### src/hdl/cfv_map.svh
// constant map for the processor fault vectoring unit
`ifndef CFV_MAP_SVH
`define CFV_MAP_SVH
// vector offsets
`define CFV_VEC_NONE     20'h00000
`define CFV_VEC_RESET    20'h00100
`define CFV_VEC_CHECK    20'h00200
`define CFV_VEC_DATA     20'h00300
`define CFV_VEC_FETCH    20'h00400
// register index map on the plain port
`define CFV_REG_STATE    4'h0
`define CFV_REG_DFS      4'h1
`define CFV_REG_SAVE     4'h2
`define CFV_REG_VECTOR   4'h3
`define CFV_REG_STATUS   4'h4
// machine state bit positions (own layout)
`define CFV_MSR_CHKEN    0
`define CFV_MSR_RELOC    1
`define CFV_MSR_SUPER    2
// data fault status bit positions (own layout)
`define CFV_DFS_DIRECT   0
`define CFV_DFS_NOTFND   1
`define CFV_DFS_PROT     2
`define CFV_DFS_SEGTYPE  3
`define CFV_DFS_STORE    4
`define CFV_DFS_BRKPT    5
`define CFV_DFS_SEGMISS  6
`define CFV_DFS_EXTDIS   7
// reset values and the bench address step
`define CFV_MSR_RESET    8'h00
`define CFV_DFS_RESET    8'h00
`define CFV_WORD_ZERO    32'h00000000
`define CFV_ADDR_STEP    32'h00000004
`endif

### src/hdl/cfv_pkg.sv
// types shared by the fault vectoring unit
package cfv_pkg;
  typedef enum logic [2:0] {
    CFV_NONE,
    CFV_RESET,
    CFV_CHECK,
    CFV_DATA,
    CFV_FETCH
  } cfv_exc_t;
endpackage

### src/hdl/cfv_fault_vectoring.sv
// exception detection, vector selection and fault status for the core
// Operation
// [RQ1] soft or hard reset takes system reset at vector 00100.
// [RQ2] transfer error or check pin takes machine check at 00200.
// [RQ3] check source with check enable clear enters checkstop, no exception.
// [RQ4] any taken exception clears the check enable bit.
// [RQ5] bus or cache parity errors also raise machine check.
// [RQ6] memory controller reports parity or ECC errors via transfer error.
// [RQ7] machine check is imprecise; saved address need not name culprit.
// [RQ8] data fault goes to 00300 and records cause bits.
// [RQ9] direct-store cause bit set on direct-store access, else cleared.
// [RQ10] not-found bit set when no page group or block hit.
// [RQ11] protection bit set when page or block protection forbids access.
// [RQ12] segment type bit set for external/reservation access or write-through.
// [RQ13] direction bit set for store, cleared for load.
// [RQ14] breakpoint bit set on breakpoint match in any compare mode.
// [RQ15] segment miss bit set when segment search fails.
// [RQ16] external disabled bit set when external access is not enabled.
// [RQ17] fetch fault at 00400 when fetch address cannot translate.
// [RQ18] fetch from direct-store segment raises fetch fault.
// [RQ19] key and protect bits prohibiting read raise fetch fault.
// [RQ20] fetch from no-execute segment raises fetch fault.
// [RQ21] guarded fetch with fetch relocation on raises fetch fault.
// [RQ22] taking an exception saves state, enters supervisor, redirects.
// [RQ23] next sequential address is saved in the first save register.
// [RQ24] fault status updates only when a data fault is taken; here a software write to the register also updates it.
//
// Chosen here: the register offsets and the strobed register port.
`timescale 1ns/10ps
`include "cfv_map.svh"
module cfv_fault_vectoring (
  input  wire logic        clock,
  input  wire logic        reset,
  input  wire logic        softResetIn,
  input  wire logic        hardResetIn,
  input  wire logic        busTransferErrorIn,
  input  wire logic        checkInputPinIn,
  input  wire logic        addrParityErr,
  input  wire logic        dataParityErr,
  input  wire logic        icacheParityErr,
  input  wire logic        dcacheParityErr,
  input  wire logic        dataAccess,
  input  wire logic        dataIsStore,
  input  wire logic        dataDirectStore,
  input  wire logic        dataNotFound,
  input  wire logic        dataProtViol,
  input  wire logic        dataExtCtrl,
  input  wire logic        dataReserve,
  input  wire logic        dataWriteThru,
  input  wire logic        dataSegTypeBit,
  input  wire logic        dataBreakMatch,
  input  wire logic        dataSegMiss,
  input  wire logic        extAccessEnable,
  input  wire logic        fetchValid,
  input  wire logic        fetchNoXlate,
  input  wire logic        fetchDirectStore,
  input  wire logic        fetchReadDenied,
  input  wire logic        fetchNoExecBit,
  input  wire logic        fetchGuarded,
  input  wire logic [31:0] nextInstrAddr,
  input  wire logic [3:0]  regAddr,
  input  wire logic [31:0] regWrData,
  input  wire logic        regWrite,
  input  wire logic        regRead,
  output logic [31:0]      regRdData,
  output logic             takeException,
  output logic [19:0]      vectorOffset,
  output logic             checkstop,
  output logic [31:0]      saveRestoreFirst
);

  // ---------------------------------------------------------------
  // pin synchronisers
  // ---------------------------------------------------------------
  // three stages; a change counts once stages two and three agree
  logic [2:0] softSync_q;
  logic [2:0] hardSync_q;
  logic [2:0] teaSync_q;
  logic [2:0] pinSync_q;
  logic       softLvl_q;
  logic       hardLvl_q;
  logic       teaLvl_q;
  logic       pinLvl_q;

  always_ff @(posedge clock) begin
    if (reset) begin
      softSync_q <= 3'h0;
      hardSync_q <= 3'h0;
      teaSync_q  <= 3'h0;
      pinSync_q  <= 3'h0;
    end else begin
      softSync_q <= {softSync_q[1:0], softResetIn};
      hardSync_q <= {hardSync_q[1:0], hardResetIn};
      teaSync_q  <= {teaSync_q[1:0], busTransferErrorIn};
      pinSync_q  <= {pinSync_q[1:0], checkInputPinIn};
    end
  end

  // filtered levels hold until both late stages agree
  always_ff @(posedge clock) begin
    if (reset) begin
      softLvl_q <= 1'b0;
      hardLvl_q <= 1'b0;
      teaLvl_q  <= 1'b0;
      pinLvl_q  <= 1'b0;
    end else begin
      if (softSync_q[2] == softSync_q[1]) softLvl_q <= softSync_q[2];
      if (hardSync_q[2] == hardSync_q[1]) hardLvl_q <= hardSync_q[2];
      if (teaSync_q[2] == teaSync_q[1])   teaLvl_q  <= teaSync_q[2];
      if (pinSync_q[2] == pinSync_q[1])   pinLvl_q  <= pinSync_q[2];
    end
  end

  // ---------------------------------------------------------------
  // cause detection
  // ---------------------------------------------------------------
  logic [7:0]  machineState_q;
  logic [7:0]  dataFaultStatus_q;
  logic        checkstop_q;
  logic        softPrev_q;
  logic        hardPrev_q;
  logic        checkPrev_q;

  wire checkEnable = machineState_q[`CFV_MSR_CHKEN];
  wire fetchReloc  = machineState_q[`CFV_MSR_RELOC];
  // [RQ1] reset edge detect
  wire resetRise   = (softLvl_q & ~softPrev_q) | (hardLvl_q & ~hardPrev_q);
  // [RQ2] [RQ5] check sources, parity included
  wire checkSrc    = teaLvl_q | pinLvl_q | addrParityErr | dataParityErr |
                     icacheParityErr | dcacheParityErr;
  wire checkRise   = checkSrc & ~checkPrev_q;
  // [RQ3] disabled check stops the core
  wire checkTake   = checkRise & checkEnable;
  wire stopNow     = checkRise & ~checkEnable;

  // [RQ10] [RQ11] [RQ12] [RQ15] [RQ16] data cause terms
  wire extDisabled = dataExtCtrl & ~extAccessEnable;
  wire segTypeHit  = ((dataExtCtrl | dataReserve) & dataSegTypeBit) |
                     (dataExtCtrl & dataWriteThru);
  wire dataCause   = dataDirectStore | dataNotFound | dataProtViol |
                     segTypeHit | dataBreakMatch | dataSegMiss | extDisabled;
  wire dataTake    = dataAccess & dataCause;
  // [RQ17] [RQ18] [RQ19] [RQ20] [RQ21] fetch cause terms
  wire fetchCause  = fetchNoXlate | fetchDirectStore | fetchReadDenied |
                     fetchNoExecBit | (fetchGuarded & fetchReloc);
  wire fetchTake   = fetchValid & fetchCause;

  // priority: reset, machine check, data, fetch; only reset while stopped
  wire takeReset   = resetRise;
  wire takeCheck   = ~takeReset & checkTake & ~checkstop_q;
  wire takeData    = ~takeReset & ~checkRise & dataTake & ~checkstop_q;
  wire takeFetch   = ~takeReset & ~checkRise & ~dataTake & fetchTake &
                     ~checkstop_q;
  wire anyTake     = takeReset | takeCheck | takeData | takeFetch;

  cfv_pkg::cfv_exc_t excSel;
  assign excSel = takeReset ? cfv_pkg::CFV_RESET :
                  takeCheck ? cfv_pkg::CFV_CHECK :
                  takeData  ? cfv_pkg::CFV_DATA  :
                  takeFetch ? cfv_pkg::CFV_FETCH : cfv_pkg::CFV_NONE;

  // [RQ8] [RQ17] fixed vector per exception
  logic [19:0] vecSel;
  always_comb begin
    case (excSel)
      cfv_pkg::CFV_RESET: vecSel = `CFV_VEC_RESET;
      cfv_pkg::CFV_CHECK: vecSel = `CFV_VEC_CHECK;
      cfv_pkg::CFV_DATA:  vecSel = `CFV_VEC_DATA;
      cfv_pkg::CFV_FETCH: vecSel = `CFV_VEC_FETCH;
      default:            vecSel = `CFV_VEC_NONE;
    endcase
  end

  // [RQ9] [RQ13] [RQ14] full status word, each bit set or cleared
  logic [7:0] dfsNew;
  always_comb begin
    dfsNew                   = `CFV_DFS_RESET;
    dfsNew[`CFV_DFS_DIRECT]  = dataDirectStore;
    dfsNew[`CFV_DFS_NOTFND]  = dataNotFound;
    dfsNew[`CFV_DFS_PROT]    = dataProtViol;
    dfsNew[`CFV_DFS_SEGTYPE] = segTypeHit;
    dfsNew[`CFV_DFS_STORE]   = dataIsStore;
    dfsNew[`CFV_DFS_BRKPT]   = dataBreakMatch;
    dfsNew[`CFV_DFS_SEGMISS] = dataSegMiss;
    dfsNew[`CFV_DFS_EXTDIS]  = extDisabled;
  end

  // register writes by software
  wire wrState = regWrite & (regAddr == `CFV_REG_STATE);
  wire wrDfs   = regWrite & (regAddr == `CFV_REG_DFS);
  wire wrSave  = regWrite & (regAddr == `CFV_REG_SAVE);

  // ---------------------------------------------------------------
  // state registers
  // ---------------------------------------------------------------
  always_ff @(posedge clock) begin
    if (reset) begin
      softPrev_q  <= 1'b0;
      hardPrev_q  <= 1'b0;
      checkPrev_q <= 1'b0;
    end else begin
      softPrev_q  <= softLvl_q;
      hardPrev_q  <= hardLvl_q;
      checkPrev_q <= checkSrc;
    end
  end

  // exception entry wins over a software write in the same cycle
  always_ff @(posedge clock) begin
    if (reset) begin
      machineState_q <= `CFV_MSR_RESET;
    end else if (anyTake) begin
      // [RQ4] [RQ22] clear check enable, enter supervisor
      machineState_q[`CFV_MSR_CHKEN] <= 1'b0;
      machineState_q[`CFV_MSR_SUPER] <= 1'b1;
      machineState_q[`CFV_MSR_RELOC] <= 1'b0;
    end else if (wrState) begin
      machineState_q <= regWrData[7:0];
    end
  end

  always_ff @(posedge clock) begin
    if (reset) begin
      dataFaultStatus_q <= `CFV_DFS_RESET;
    end else if (takeData) begin
      // [RQ24] all cause bits together, only on a taken data fault
      dataFaultStatus_q <= dfsNew;
    end else if (wrDfs) begin
      dataFaultStatus_q <= regWrData[7:0];
    end
  end

  // [RQ3] checkstop holds until reset or system reset
  always_ff @(posedge clock) begin
    if (reset) begin
      checkstop_q <= 1'b0;
    end else if (takeReset) begin
      checkstop_q <= 1'b0;
    end else if (stopNow) begin
      checkstop_q <= 1'b1;
    end
  end

  // [RQ23] [RQ7] save next sequential address, machine check too
  always_ff @(posedge clock) begin
    if (reset) begin
      saveRestoreFirst <= `CFV_WORD_ZERO;
    end else if (anyTake) begin
      saveRestoreFirst <= nextInstrAddr;
    end else if (wrSave) begin
      saveRestoreFirst <= regWrData;
    end
  end

  // [RQ22] redirect pulse with its vector
  always_ff @(posedge clock) begin
    if (reset) begin
      takeException <= 1'b0;
      vectorOffset  <= `CFV_VEC_NONE;
    end else begin
      takeException <= anyTake;
      vectorOffset  <= anyTake ? vecSel : vectorOffset;
    end
  end

  assign checkstop = checkstop_q;

  // ---------------------------------------------------------------
  // register read port
  // ---------------------------------------------------------------
  // unmapped indices read zero; read data lives one cycle only
  wire [31:0] rdMux =
    (regAddr == `CFV_REG_STATE)  ? {24'h000000, machineState_q} :
    (regAddr == `CFV_REG_DFS)    ? {24'h000000, dataFaultStatus_q} :
    (regAddr == `CFV_REG_SAVE)   ? saveRestoreFirst :
    (regAddr == `CFV_REG_VECTOR) ? {12'h000, vectorOffset} :
    (regAddr == `CFV_REG_STATUS) ? {31'h00000000, checkstop_q} :
                                   `CFV_WORD_ZERO;

  always_ff @(posedge clock) begin
    if (reset) begin
      regRdData <= `CFV_WORD_ZERO;
    end else begin
      regRdData <= regRead ? rdMux : `CFV_WORD_ZERO;
    end
  end
endmodule

### config.mk
export PLATFORM = sky130hd
export DESIGN_NAME = cfv_fault_vectoring
export DESIGN_NICKNAME = d
export VERILOG_FILES = /design/src/hdl/cfv_pkg.sv /design/src/hdl/cfv_fault_vectoring.sv
export VERILOG_INCLUDE_DIRS = /design/src /design/src/hdl
export SDC_FILE = /design/constraint.sdc
export NUM_CORES = 1
export LEC_CHECK = 0
export ABC_AREA = 1
export BUFFER_PORTS_ARGS = -buffer_cell sky130_fd_sc_hd__buf_4
export CELL_PAD_IN_SITES_DETAIL_PLACEMENT = 1
export CELL_PAD_IN_SITES_GLOBAL_PLACEMENT = 2
export CORE_MARGIN = 3
export CORE_UTILIZATION = 28
export CTS_CLUSTER_DIAMETER = 80
export CTS_CLUSTER_SIZE = 28
export DETAILED_ROUTE_END_ITERATION = 10
export GPL_TIMING_DRIVEN = 0
export HOLD_SLACK_MARGIN = 0.12
export PLACE_DENSITY_LB_ADDON = 0.1
export SYNTH_ARGS = -nofsm -noshare
export SYNTH_HDL_FRONTEND = slang
export SYNTH_SLANG_ARGS = --single-unit
### constraint.sdc
create_clock -name clock -period 2.6 [get_ports clock]
set_input_delay 0.39 -clock clock [delete_from_list [all_inputs] [get_ports clock]]
set_output_delay 0.39 -clock clock [all_outputs]
set_load 0.02 [all_outputs]
# Yosys cells after proc, flatten, opt, wreduce, memory -nomap -nowiden
# Index checks and enable logic that the tools add are counted.
# word_totals
out_inout_bits	86
elab_cells	112
inputBits	98
regBits	121
# op_classes
muxes	16
bitwise	54
reduce_logical	9
n_eq_ne	12
# ops
op	n
$mux 32	3
$pmux 11 s4	1
$mux 8	4
$and 1x1->1	22
$or 1x1->1	21
$mux 20	1
$mux 3	6
$not 1->1	11
$eq 4x2->1 const B	2
$eq 3x2->1 const B	2
$reduce_bool 2->1	3
$reduce_or 2->1	3
$eq 1x1->1	4
$eq 4x1->1 const B	1
$eq 4x3->1 const B	1
$logic_not 4->1	1
$reduce_or 4->1	1
$eq 3x1->1 const B	1
$eq 3x3->1 const B	1
$reduce_and 2->1	1
$mux 1	1

# Longest topological paths before layout
# Gate-level depths: netlist of run 1.
# logic_depth
ltp_word	18
depth_mapped	13

# Least setup slack after synthesis of run 1
# OpenSTA, ideal clock, no wires.
# synth_timing
kind	in2reg
from	in icacheParityErr
to	reg saveRestoreFirst[11]
required_time_ns	2.462
n_path_buf	2
slack_ns	1.049
path_stages	10
arrival_time_ns	1.413
setup_time_ns	0.138
cell_sequence	nor2_1 nand3_2 nand2_4 nand2_4 nor2_8 nor2_4 buf_8 buf_4 nand4_1 a21oi_2
# synth_between
elab_chain_cells	10
# synth_lines
element	line_no	source
start: declaration	cfv_fault_vectoring.sv:40	input wire logic icacheParityErr,
$or 1x1->1 (*)	cfv_fault_vectoring.sv:129	wire checkSrc = teaLvl_q | pinLvl_q | addrParityErr | dataParityErr |
$or 1x1->1 (*)	cfv_fault_vectoring.sv:130	icacheParityErr | dcacheParityErr;
$and 1x1->1 (*)	cfv_fault_vectoring.sv:131	wire checkRise = checkSrc & ~checkPrev_q;
$and 1x1->1 or $not 1->1 (tied branches)	cfv_fault_vectoring.sv:133, cfv_fault_vectoring.sv:151, cfv_fault_vectoring.sv:152	
$and 1x1->1 (on tied branches) (2 in series)	cfv_fault_vectoring.sv:150, cfv_fault_vectoring.sv:151, cfv_fault_vectoring.sv:152	
$or 1x1->1 (tied with other cells)	cfv_fault_vectoring.sv:154	wire anyTake = takeReset | takeCheck | takeData | takeFetch;
$or 1x1->1 or $and 1x1->1 (tied branches)	cfv_fault_vectoring.sv:154, cfv_fault_vectoring.sv:152	
$or 1x1->1 (*)	cfv_fault_vectoring.sv:154	
$mux 32 or $reduce_bool 2->1 (tied branches)	-	
end signal: assignment	cfv_fault_vectoring.sv:247	saveRestoreFirst <= `CFV_WORD_ZERO;
end signal: assignment	cfv_fault_vectoring.sv:249	saveRestoreFirst <= nextInstrAddr;
end signal: assignment	cfv_fault_vectoring.sv:251	saveRestoreFirst <= regWrData;
end: declaration	cfv_fault_vectoring.sv:69	output logic [31:0] saveRestoreFirst
# Every way passes the cells marked *; elsewhere a longest branch is shown, timed or not.
# A chain may end at the register's enable or synchronous reset.

# Worst setup path in the final report of run 1
# layout_timing
from	reg hardPrev_q
to	reg saveRestoreFirst[23]
# layout_between
elab_chain_cells	10
# layout_lines
element	line_no	source
start: declaration	cfv_fault_vectoring.sv:121	logic hardPrev_q;
start signal: assignment	cfv_fault_vectoring.sv:203	hardPrev_q <= hardLvl_q;
$not 1->1 (*)	cfv_fault_vectoring.sv:127	wire resetRise = (softLvl_q & ~softPrev_q) | (hardLvl_q & ~hardPrev_q);
$and 1x1->1 (*)	cfv_fault_vectoring.sv:127	
$or 1x1->1 (*)	cfv_fault_vectoring.sv:127	
$not 1->1	cfv_fault_vectoring.sv:150, cfv_fault_vectoring.sv:151, cfv_fault_vectoring.sv:152	
$and 1x1->1 (on tied branches) (2 in series)	cfv_fault_vectoring.sv:150, cfv_fault_vectoring.sv:151, cfv_fault_vectoring.sv:152	
$or 1x1->1 (tied with other cells)	cfv_fault_vectoring.sv:154	
$or 1x1->1 or $and 1x1->1 (tied branches)	cfv_fault_vectoring.sv:154, cfv_fault_vectoring.sv:152	
$or 1x1->1 (*)	cfv_fault_vectoring.sv:154	
$mux 32 or $reduce_bool 2->1 (tied branches)	-	
# Marked as above.

==> metrics.md, run 1 <==
| Metric | Value |
|---|---|
| Status | `finished clean` |
| First-pass detailed-route iteration total | `4` |
| Max incr delay on CP | `0.31 ns` |
| WL final | `16800 um` |
| Setup CP Type | `flip-flop to flip-flop` |
| # IOs | `184` |
| Syn. warnings | `0` |
| Initial detailed-routing violation count | `129` |
| Startpoint class of the critical path | `flip-flop` |
| Crit path required time | `2.81 ns` |
| Sw Share | `29.4%` |
| Endpoints failing setup | `0` |
| Clock Tree Buf Depth | `2` |
| Normalized max-slew margin | `55.8%` |
| Worst VDD drop | `323 uV` |
| Power Internal | `2.69 mW` |
| Vias in the first global route | `5169` |
| Syn Std Cell Area | `0.00496 sq mm` |
| CP cell instances | `inv_1, nand2_1, nand3_2, inv_1, nand4_2, nand3_2, buf_2, nand2_1, nand2_1, a21oi_1` |
| Slowest-stage cell, CP | `dfxtp_1` |
| Flop2flop setup slack | `0.76 ns` |
| Most frequent cells in the layout | `buf_4 (186), nand2_1 (153), inv_1 (105)` |
| Starting Density | `28.7%` |
| Least-Margin Pin Slew | `0.664 ns` |
| Root buffer cell | `clkbuf_16` |
| Final min period | `1.84 ns` |
| DRC viols | `0` |
| CTS Buf Count | `9` |
| Die area | `0.0194 sq mm` |
| Crit path depth | `10` |
| Routed len/inst | `15.4 um` |
| Cell mode on critical path | `nand2_1` |
| Max FO, Critical Path | `10` |
| Post-DRT Antenna Nets | `0` |
| CP endpoint kind | `flip-flop` |
| Synthesized area per cell | `7.40 sq um` |
| Final TNS setup | `0 ns` |
| Share of cells above drive strength 1 | `34.0%` |
| Cell count after synthesis | `671` |
| Rows | `48` |
| Hold buffer count at CTS | `0` |
| Initial antenna violation count | `0` |
| Worst Hold Launch | `busTransferErrorIn` |
| Number of diodes | `0` |
| Clock latency at the later pin of the worst-skew pair | `0.35 ns` |
| Global route overflow | `0` |
| RSZ-0062 raised after global routing | `false` |
| Final Hold Viols | `0` |
| Hold Crit Endpoint | `teaSync_q[0]` |
| Via count | `4860` |
| Seq/Total Area, Yosys | `42.0%` |
| Worst R2R Path Depth | `10` |
| Worst r2r dst | `saveRestoreFirst[23]` |
| Htree depth | `3` |
| Largest net degree at the start of global routing | `19` |
| R2r startpoint | `hardPrev_q` |
| Sw Pwr | `1.12 mW` |
| Final period utilization | `70.9%` |
| PostCTS Resize Cnt | `0` |
| Comb pwr share | `19.8%` |
| IO buf count | `165` |
| WP data arrival | `2.05 ns` |
| CP top delay family | `simple AND/OR/NAND/NOR gates` |
| Most common cell after layout, fill and taps aside | `buf_4` |
| Gpl congestion | `0.804` |
| Clk sinks | `104` |
| Layout Skew | `0.00956 ns` |
| Nets | `961` |
| Area Growth Syn to Fin | `37.7%` |
| HP Class | `input pin to flip-flop` |
| Hold path cells | `3` |
| Synth cell types | `37` |
| DP HPWL | `13400 um` |
| Drt via density | `4.45` |
| Core Footprint | `0.0173 sq mm` |
| Clock Pin Slew Worst Setup and Hold Paths | `0.07 ns` |
| MaxCap Viol Count | `0` |
| F_max | `542 MHz` |
| Yosys reg bits | `104` |
| Slew Limit Fails | `0` |
| TritonCTS clock tree | `yes` |
| Gr usage total | `17.3%` |
| DIE HEIGHT | `139 um` |
| Die X | `139 um` |
| Buf/Inv on CP | `3` |
| Clk pwr share | `34.7%` |
| First-pass GRT wire length | `26900 um` |
| Seq pwr share | `45.5%` |
| Post CTS Setup Buffer Count | `0` |
| Total power | `3.81 mW` |
| Power Density | `558 mW/mm^2` |
| Leak Pwr | `3.40 nW` |
==> synthesized netlist by cell type <==
| cell type | instances | area, sq um |
|---|---|---|
| conb_1 | 1 | 3.75 |
| a41oi_1 | 1 | 8.76 |
| buf_1 | 2 | 7.51 |
| o21ai_0 | 15 | 75.1 |
| buf_6 | 3 | 33.8 |
| nor2_8 | 1 | 20.0 |
| inv_2 | 5 | 18.8 |
| a31oi_1 | 3 | 18.8 |
| o21ai_2 | 1 | 8.76 |
| buf_4 | 21 | 158 |
| a21oi_1 | 28 | 140 |
| nand3_4 | 2 | 35.0 |
| nand4_2 | 1 | 12.5 |
| dlygate4sd1_1 | 1 | 8.76 |
| nand3_1 | 20 | 100 |
| o21ai_1 | 7 | 35.0 |
| a31o_2 | 1 | 8.76 |
| nor3_1 | 1 | 5.00 |
| inv_1 | 105 | 394 |
| a21oi_2 | 21 | 184 |
| nand2_4 | 3 | 33.8 |
| nor2_4 | 1 | 11.3 |
| dfxtp_1 | 104 | 2080 |
| o21bai_2 | 1 | 11.3 |
| buf_2 | 12 | 60.1 |
| nor2_2 | 5 | 31.3 |
| o211ai_1 | 1 | 7.51 |
| clkbuf_1 | 9 | 33.8 |
| buf_8 | 4 | 60.1 |
| nand4_1 | 33 | 206 |
| nand2_1 | 153 | 574 |
| a22o_1 | 2 | 17.5 |
| nand3_2 | 23 | 230 |
| a211oi_1 | 1 | 7.51 |
| nor2_1 | 70 | 263 |
| nand2_2 | 8 | 50.1 |
| or2_2 | 1 | 6.26 |
==> power by group through the flow <==
stage	sequential [mW]	combinational [mW]	clock [mW]
final	1.73	0.753	1.32
after global placement	1.77	0.744	0
after global routing	1.75	0.831	1.46
after detailed placement	1.77	0.761	0
after CTS	1.74	0.764	1.38
after floorplan	1.82	0.374	0
==> tightest hold or removal path, cell delays in order <==
cell    delay (ns)
buf_4         0.08
inv_1         0.03
nor2_1        0.06
==> worst max path at each step <==
stage	slack (ns)	endpoint	startpoint
after detailed placement	0.50	saveRestoreFirst[11]	regAddr[2]
after floorplan	1.05	saveRestoreFirst[11]	icacheParityErr
after global placement	0.48	saveRestoreFirst[11]	regAddr[2]
final	0.76	saveRestoreFirst[23]	hardPrev_q
after CTS	0.69	saveRestoreFirst[23]	hardPrev_q
after global routing	0.51	saveRestoreFirst[23]	hardPrev_q
==> final cells by class <==
class	instances	area [sq um]
Fill cell	2180	10500
Multi-Input combinational cell	421	2170
Sequential cell	104	2080
Timing Repair Buffer	165	1240
Inverter	110	413
Buffer	52	362
Tap cell	225	282
Clock buffer	10	239
Clock inverter	6	51.3
==> through the flow <==
| stage | hold slack (ns) | setup WS [ns] | instance area (sq um) | utilization, % | instances |
|---|---|---|---|---|---|
| after floorplan | 0.388 | 1.05 | 5020 | - | 687 |
| after global placement | 0.399 | 0.477 | 6540 | 37.8 | 1077 |
| after detailed placement | 0.398 | 0.498 | 6540 | 37.8 | 1077 |
| after CTS | 0.230 | 0.695 | 6830 | 39.5 | 1093 |
| after global routing | 0.242 | 0.515 | 6830 | 39.5 | 1093 |
| final | 0.242 | 0.757 | 6830 | 39.5 | 1093 |
==> state kept, by name (all words and copies together) (netlist names), 3 cells and up <==
register,flops
regRdData,32
softSync_q,3
machineState_q,8
pinSync_q,3
hardSync_q,3
teaSync_q,3
dataFaultStatus_q,8
saveRestoreFirst,32
vectorOffset,3
==> metal layers <==
metal | routed length (um) | part of all wire (%) | up-vias | track usage [%]
met2 | 8140 | 48 | 134 | 29.6
met5 | 0 | 0 | - | 0
met1 | 7560 | 45 | 2267 | 21.9
met4 | 301 | 1.8 | 0 | 4.74
li1 | - | - | 2437 | -
met3 | 793 | 4.7 | 22 | 4.03
==> kinds of logic after synthesis <==
family	after synthesis	share of synthesized area, %
AOI/OAI and AO/OA	82	10.5
buffers and inverters	162	15.6
DFF	104	42.0
other	1	0.0756
and+or+nand+nor	322	31.8
Power figures use the tool's default switching activity.
==> inputs of run 2 (changes only) <==
--- a/config.mk
+++ b/config.mk
@@ -11,7 +11,7 @@
 export CELL_PAD_IN_SITES_DETAIL_PLACEMENT = 1
 export CELL_PAD_IN_SITES_GLOBAL_PLACEMENT = 2
 export CORE_MARGIN = 3
-export CORE_UTILIZATION = 28
+export CORE_UTILIZATION = 24
 export CTS_CLUSTER_DIAMETER = 80
 export CTS_CLUSTER_SIZE = 28
 export DETAILED_ROUTE_END_ITERATION = 10
==> constraint.sdc (replaced) <==
create_clock -name clock -period 1.6 [get_ports clock]
set_input_delay 0.24 -clock clock [delete_from_list [all_inputs] [get_ports clock]]
set_output_delay 0.24 -clock clock [all_outputs]
set_load 0.02 [all_outputs]
==> run 2 against run 1 <==
Non-clock buffer count increased by 12. Flip-flop and latch count unchanged. First-iteration DRC count decreased by 6.2%. Register-to-register slack got worse by 0.76 ns. Die area increased by 16%. Final area increased by 5.8%. The run now ends with negative setup slack left. Via count decreased by 0.72%. Largest power group unchanged. Highest routed layer unchanged. Wire length increased by 4.4%. Maximum frequency increased by 15%.
==> metrics.md, run 2 (synthesis gave the netlist of run 1 again) <==
| Metric | Value |
|---|---|
| DRC viols | `0 (unchanged)` |
| Gpl congestion | `0.822 (+2.3%)` |
| Final min period | `1.61 ns (-0.237 ns)` |
| # IOs | `184 (unchanged)` |
| Initial antenna violation count | `0 (unchanged)` |
| First-pass detailed-route iteration total | `4 (unchanged)` |
| Nets | `973 (+1.2%)` |
| Hold slack | `0.126 ns (-0.116 ns)` |
| Post-DRT Antenna Nets | `0 (unchanged)` |
| Slew Limit Fails | `0 (unchanged)` |
| Final period utilization | `100% (+29 points)` |
| Endpoints failing setup | `3 (+3)` |
| Largest net degree at the start of global routing | `18 (-1)` |
| Max FO, Critical Path | `10 (unchanged)` |
| Gr usage total | `15.6% (-1.7 points)` |
| Root buffer cell | `clkbuf_16` |
| Clock latency at the later pin of the worst-skew pair | `0.35 ns (about the same)` |
| Min setup slack post-route | `-0.00597 ns (-0.763 ns)` |
| Comb pwr share | `19.8% (about the same)` |
| Initial detailed-routing violation count | `121 (-6.2%)` |
| Seq pwr share | `42.3% (-3.2 points)` |
| Worst VDD drop | `528 uV (+64%)` |
| Failing checks | `negative setup slack` |
| Sw Share | `28.3% (-1.1 points)` |
| Sw Pwr | `1.89 mW (+69%)` |
| Vias in the first global route | `5011 (-3.1%)` |
| Clock Pin Slew Worst Setup and Hold Paths | `0.07 ns (about the same)` |
| HP Class | `input pin to flip-flop` |
| Most common cell after layout, fill and taps aside | `buf_4` |
| Met2 Track Usage GR | `27.6% (-2.0 points)` |
| TritonCTS clock tree | `yes` |
| Most frequent cells in the layout | `buf_4 (189), nand2_1 (134), inv_1 (104)` |
| Rows | `51 (+6.3%)` |
| Core Footprint | `0.0199 sq mm (+15%)` |
| Layout Skew | `0.00742 ns (-0.00214 ns)` |
| Share of cells above drive strength 1 | `37.4% (+3.4 points)` |
| WP data arrival | `1.82 ns (-0.23 ns)` |
| Fin cells | `1145 (+4.8%)` |
| Gr busiest metal | `met2` |
| RSZ-0062 raised after global routing | `true` |
| Die area | `0.0224 sq mm (+16%)` |
| CTS Buf Count | `9 (unchanged)` |
| Least-Margin Pin Slew | `0.659 ns (-0.00450 ns)` |
| Starting Density | `24.9% (-3.8 points)` |
| Top flop regs | `regRdData (32), saveRestoreFirst (32)` |
| WL final | `17500 um (+4.4%)` |
| First-pass GRT wire length | `27100 um (+0.69%)` |
| Via count | `4825 (-0.72%)` |
| Area Growth Syn to Fin | `45.7%` |
| F_max | `623 MHz (+15%)` |
| Leak Pwr | `3.52 nW (+3.8%)` |
| Number of diodes | `0 (unchanged)` |
| Crit path required time | `1.82 ns (-0.99 ns)` |
| CP endpoint kind | `flip-flop` |
| Filler Cells Inserted | `2501 (+15%)` |
| Drt via density | `4.21 (-5.2%)` |
| Layout Utilization | `36.3% (-3.2 points)` |
| Final Hold Viols | `0 (unchanged)` |
| Routed len/inst | `15.3 um (-0.32%)` |
| Status | `complete, but fails checks` |
| M3 GR Usage | `3.09% (-0.95 points)` |
| Placed instance count | `1117 (+3.7%)` |
| Htree depth | `3 (unchanged)` |
| DIE HEIGHT | `150 um (+7.7%)` |
| Global route overflow | `0 (unchanged)` |
| MaxCap Viol Count | `0 (unchanged)` |
| Clock Tree Buf Depth | `2 (unchanged)` |
| DP HPWL | `13700 um (+2.0%)` |
| Die X | `150 um (+7.7%)` |
| Normalized max-slew margin | `56.1% (+0.30 points)` |
| IO buf count | `165 (unchanged)` |
| Power Density | `924 mW/mm^2 (+66%)` |
| Clk pwr share | `37.9% (+3.2 points)` |
| Power Internal | `4.79 mW (+78%)` |
| Clk sinks | `104 (unchanged)` |
| Setup CP Type | `flip-flop to flip-flop` |
| GR Util met1 | `19.3% (-2.6 points)` |
| Startpoint class of the critical path | `flip-flop` |
-- run 2: changes by cell type in the layout (fill, tap and decap cells not counted), moves of 4 or more --
cell / previous run / this run
nand2_2: 8 / 27
nand2_1: 153 / 134
dlygate4sd3_1: 0 / 6
buf_12: 0 / 4
buf_6: 3 / 7
buf_2: 12 / 5
-- run 2: path summary, 6_finish.rpt --
kind                                    from             endpoint  slack, ns  cells past startpoint
worst max-delay path                pinLvl_q  saveRestoreFirst[6]     -0.006                     10
worst min-delay path                   reset        hardSync_q[2]       0.13                      2
worst max register to register      pinLvl_q  saveRestoreFirst[6]     -0.006                     10
worst min register to register  pinSync_q[0]         pinSync_q[1]       0.41                      2
-- run 2: stage by stage --
step / setup TNS [ns] / setup slack [ns] / cell area, sq um / power [mW]
2_1_floorplan: 0 / 0.0566 / 5020 / 3.57
3_3_place_gp: -15.85 / -0.376 / 6590 / 4.10
3_5_place_dp: -17.46 / -0.429 / 6590 / 4.13
4_1_cts: -0.839 / -0.0480 / 7160 / 6.78
5_1_grt: -5.25 / -0.156 / 7230 / 7.02
6_report: -0.0129 / -0.00597 / 7230 / 6.68
-- run 2: final cells by class --
cell class | count | area, sq um | share of cell area (%)
plain buffers | 52 | 444 | 6.14
clock buffers | 11 | 253 | 3.50
clock inverters | 5 | 86.3 | 1.19
inverters | 110 | 415 | 5.75
multi-input cells | 421 | 2260 | 31.2
flip-flops and latches | 104 | 2080 | 28.8
well taps | 265 | 332 | 4.59
repair buffers | 177 | 1360 | 18.8
-- run 2: power by group through the flow --
| stage | Clock, mW | Sequential, mW | Combinational [mW] |
|---|---|---|---|
| floorplan | 0 | 2.96 | 0.608 |
| global placement | 0 | 2.88 | 1.22 |
| detailed placement | 0 | 2.89 | 1.24 |
| CTS | 2.63 | 2.83 | 1.32 |
| global route | 2.72 | 2.84 | 1.46 |
| finish | 2.53 | 2.82 | 1.32 |
-- run 2: critical path, stage by stage (launching register included) --
cell and delay (ns):
dfxtp_2 0.34, nor2_2 0.11, nand3_2 0.12, nand2_4 0.15, o21bai_4 0.09, nor2_4 0.14, buf_12 0.16, buf_12 0.14
nand3_2 0.07, nand2_2 0.09, a21oi_2 0.05
-- run 2: layer usage --
layer  vias to the layer above  part of all wire, %
met3                        11                  4.6
met5                         -                    0
met4                         0                  1.3
li1                       2463                    -
met2                       118                   50
met1                      2233                   45
-- run 2: repair_timing --
action	4_1_cts	5_1_grt
hold endpoints to repair	6	0
hold buffers	6	0
gates resized for setup	43	13
setup buffers	4	2
endpoints found under the setup margin	41	44
pin swaps	5	2
==> inputs of run 3 (changes only) <==
--- a/config.mk
+++ b/config.mk
@@ -17,7 +17,7 @@
 export DETAILED_ROUTE_END_ITERATION = 10
 export GPL_TIMING_DRIVEN = 0
 export HOLD_SLACK_MARGIN = 0.12
-export PLACE_DENSITY_LB_ADDON = 0.1
+export PLACE_DENSITY = 0.8
 export SYNTH_ARGS = -nofsm -noshare
 export SYNTH_HDL_FRONTEND = slang
 export SYNTH_SLANG_ARGS = --single-unit
==> run 3 against run 2 <==
The flow still finishes with violations (negative setup slack). Via count up 0.91%. Die area unchanged. Largest power group unchanged. Wire length up 0.24%. Hold slack better by 0.0047 ns. Sequential share of layout area down 0.47 points.
==> metrics.md, run 3 (synthesis gave the netlist of run 1 again) <==
| Metric | Value |
|---|---|
| F_max | `604 MHz (-3.0%)` |
| Die X | `150 um (unchanged)` |
| First-pass GRT wire length | `26900 um (-0.71%)` |
| WL final | `17600 um (+0.24%)` |
| Power Density | `893 mW/mm^2 (-3.4%)` |
| Total power | `6.58 mW (-1.6%)` |
| DIE HEIGHT | `150 um (unchanged)` |
| Placed inst area | `0.00659 sq mm (unchanged)` |
| Gpl congestion | `0.767 (-6.7%)` |
| DRC viols | `0 (unchanged)` |
| Die area | `0.0224 sq mm (unchanged)` |
| Status | `complete, but fails checks` |
| Share of cells above drive strength 1 | `39.7% (+2.3 points)` |
| DP HPWL | `13200 um (-3.5%)` |
| Vias in the first global route | `4895 (-2.3%)` |
| Layout Utilization | `37.0% (+0.67 points)` |
| Worst VDD drop | `492 uV (-6.9%)` |
| MaxCap Viol Count | `0 (unchanged)` |
| Top flop regs | `regRdData (32), saveRestoreFirst (32)` |
| Htree depth | `3 (unchanged)` |
| Starting Density | `24.9% (unchanged)` |
| Initial detailed-routing violation count | `135 (+12%)` |
| Clock Pin Slew Worst Setup and Hold Paths | `0.08 ns (about the same)` |
| Core Footprint | `0.0199 sq mm (unchanged)` |
| First-pass detailed-route iteration total | `4 (unchanged)` |
| Startpoint class of the critical path | `flip-flop` |
| CP endpoint kind | `flip-flop` |
| Hold slack | `0.131 ns (+0.00469 ns)` |
| Clk sinks | `104 (unchanged)` |
| Via count | `4869 (+0.91%)` |
| IO buf count | `165 (unchanged)` |
| Cell mode on critical path | `nand3_4` |
| Slowest-stage cell, CP | `dfxtp_2` |
| Normalized max-slew margin | `53.9% (-2.1 points)` |
| Endpoints failing setup | `26 (+23)` |
| Nets | `978 (+0.51%)` |
| Most frequent cells in the layout | `buf_4 (196), nand2_1 (127), inv_1 (103)` |
| WL met1 | `8000 um (+2.3%)` |
| Least-Margin Pin Slew | `0.691 ns (+0.0321 ns)` |
| CTS Buf Count | `9 (unchanged)` |
| Initial antenna violation count | `0 (unchanged)` |
| Final period utilization | `103% (+3.1 points)` |
| Clock Tree Buf Depth | `2 (unchanged)` |
| Setup CP Type | `flip-flop to flip-flop` |
| TritonCTS clock tree | `yes` |
| Pre-CTS WS | `-0.358 ns (+0.0710 ns)` |
| Rows | `51 (unchanged)` |
| Most common cell after layout, fill and taps aside | `buf_4` |
| Root buffer cell | `clkbuf_16` |
| Final min period | `1.66 ns (+0.0495 ns)` |
| RSZ-0062 raised after global routing | `true` |
| Gr usage total | `15.5% (-0.095 points)` |
| Met2 wire len | `8270 um (-4.7%)` |
| Slew Limit Fails | `0 (unchanged)` |
| Met3 wire length | `1070 um (+32%)` |
| Largest net degree at the start of global routing | `18 (unchanged)` |
| Number of diodes | `0 (unchanged)` |
| Max FO, Critical Path | `7 (-3)` |
| Area Growth Syn to Fin | `48.4%` |
| Drt via density | `4.24 (+0.56%)` |
| Routed len/inst | `15.3 um (-0.11%)` |
| Final TNS setup | `-0.787 ns (-0.774 ns)` |
| Flop2flop setup slack | `-0.06 ns (-0.05 ns)` |
| CP cell instances | `nor2_4, nand3_4, a21oi_4, nand3_4, nand3_4, buf_12, clkbuf_16, nand2_1, nand2_2, a21oi_2` |
| Final Hold Viols | `0 (unchanged)` |
| Failing checks | `negative setup slack` |
| Crit path required time | `1.82 ns (about the same)` |
| # IOs | `184 (unchanged)` |
| WP data arrival | `1.88 ns (+0.06 ns)` |
| Max incr delay on CP | `0.33 ns (about the same)` |
| HP Class | `input pin to flip-flop` |
| Clock latency at the later pin of the worst-skew pair | `0.36 ns (about the same)` |
| Placed instance count | `1117 (unchanged)` |
| Global route overflow | `0 (unchanged)` |
| Leak Pwr | `3.59 nW (+1.9%)` |
| Post-DRT Antenna Nets | `0 (unchanged)` |
| Min setup slack post-route | `-0.0555 ns (-0.0495 ns)` |
| Layout Skew | `0.0119 ns (+0.00451 ns)` |
| Top Metal Used | `met4` |
| Fin cells | `1149 (+0.35%)` |
| Final instance area | `0.00736 sq mm (+1.9%)` |
[run 3: cell types whose count changed in the layout (fill, tap and decap cells not counted), sizes merged]
cell,change
bufinv,-1
dlygate4sd3,-2
buf,+6
clkinv,-2
clkinvlp,+2
inv,+1
[run 3: worst paths after layout]
check | start | end | depth (start not counted)
min reg2reg | teaSync_q[0] | teaSync_q[1] | 2
max reg2reg | teaLvl_q | saveRestoreFirst[5] | 10
max | teaLvl_q | saveRestoreFirst[5] | 10
min | reset | hardSync_q[2] | 2
[run 3: routing by layer]
layer  GRT usage, %  vias up
met5              0        -
met4           4.57        0
met3           3.85       13
met2           25.5      124
met1           20.0     2260
li1               -     2472
[run 3: report_power, final]
part           switching [mW]  total [mW]  internal, mW  leakage (nW)
combinational           0.744        1.40         0.656          2.60
sequential              0.110        2.83          2.72         0.851
clock                    1.08        2.35          1.27         0.143
total                    1.94        6.58          4.64          3.59
[run 3: repair_timing]
item	CTS	global route
resized for setup	44	38
cloned	2	1
hold buffers	4	0
setup endpoints to repair	39	41
pin swaps	6	13
hold endpoints to repair	4	0
buffers inserted	9	2
[run 3: layout make-up]
cell class	count	area [sq um]
Fill cell	2502	12500
Multi-Input combinational cell	421	2350
Sequential cell	104	2090
Timing Repair Buffer	183	1460
Buffer	51	417
Inverter	110	413
Tap cell	265	332
Clock buffer	10	239
Clock inverter	5	65.1
[run 3: critical path, delay by kind of cell (launching register included)]
| kind | cells | cell delay, ns |
|---|---|---|
| flops | 1 | 0.33 |
| simple gates | 6 | 0.69 |
| buf+inv | 2 | 0.28 |
| compound gates | 2 | 0.22 |
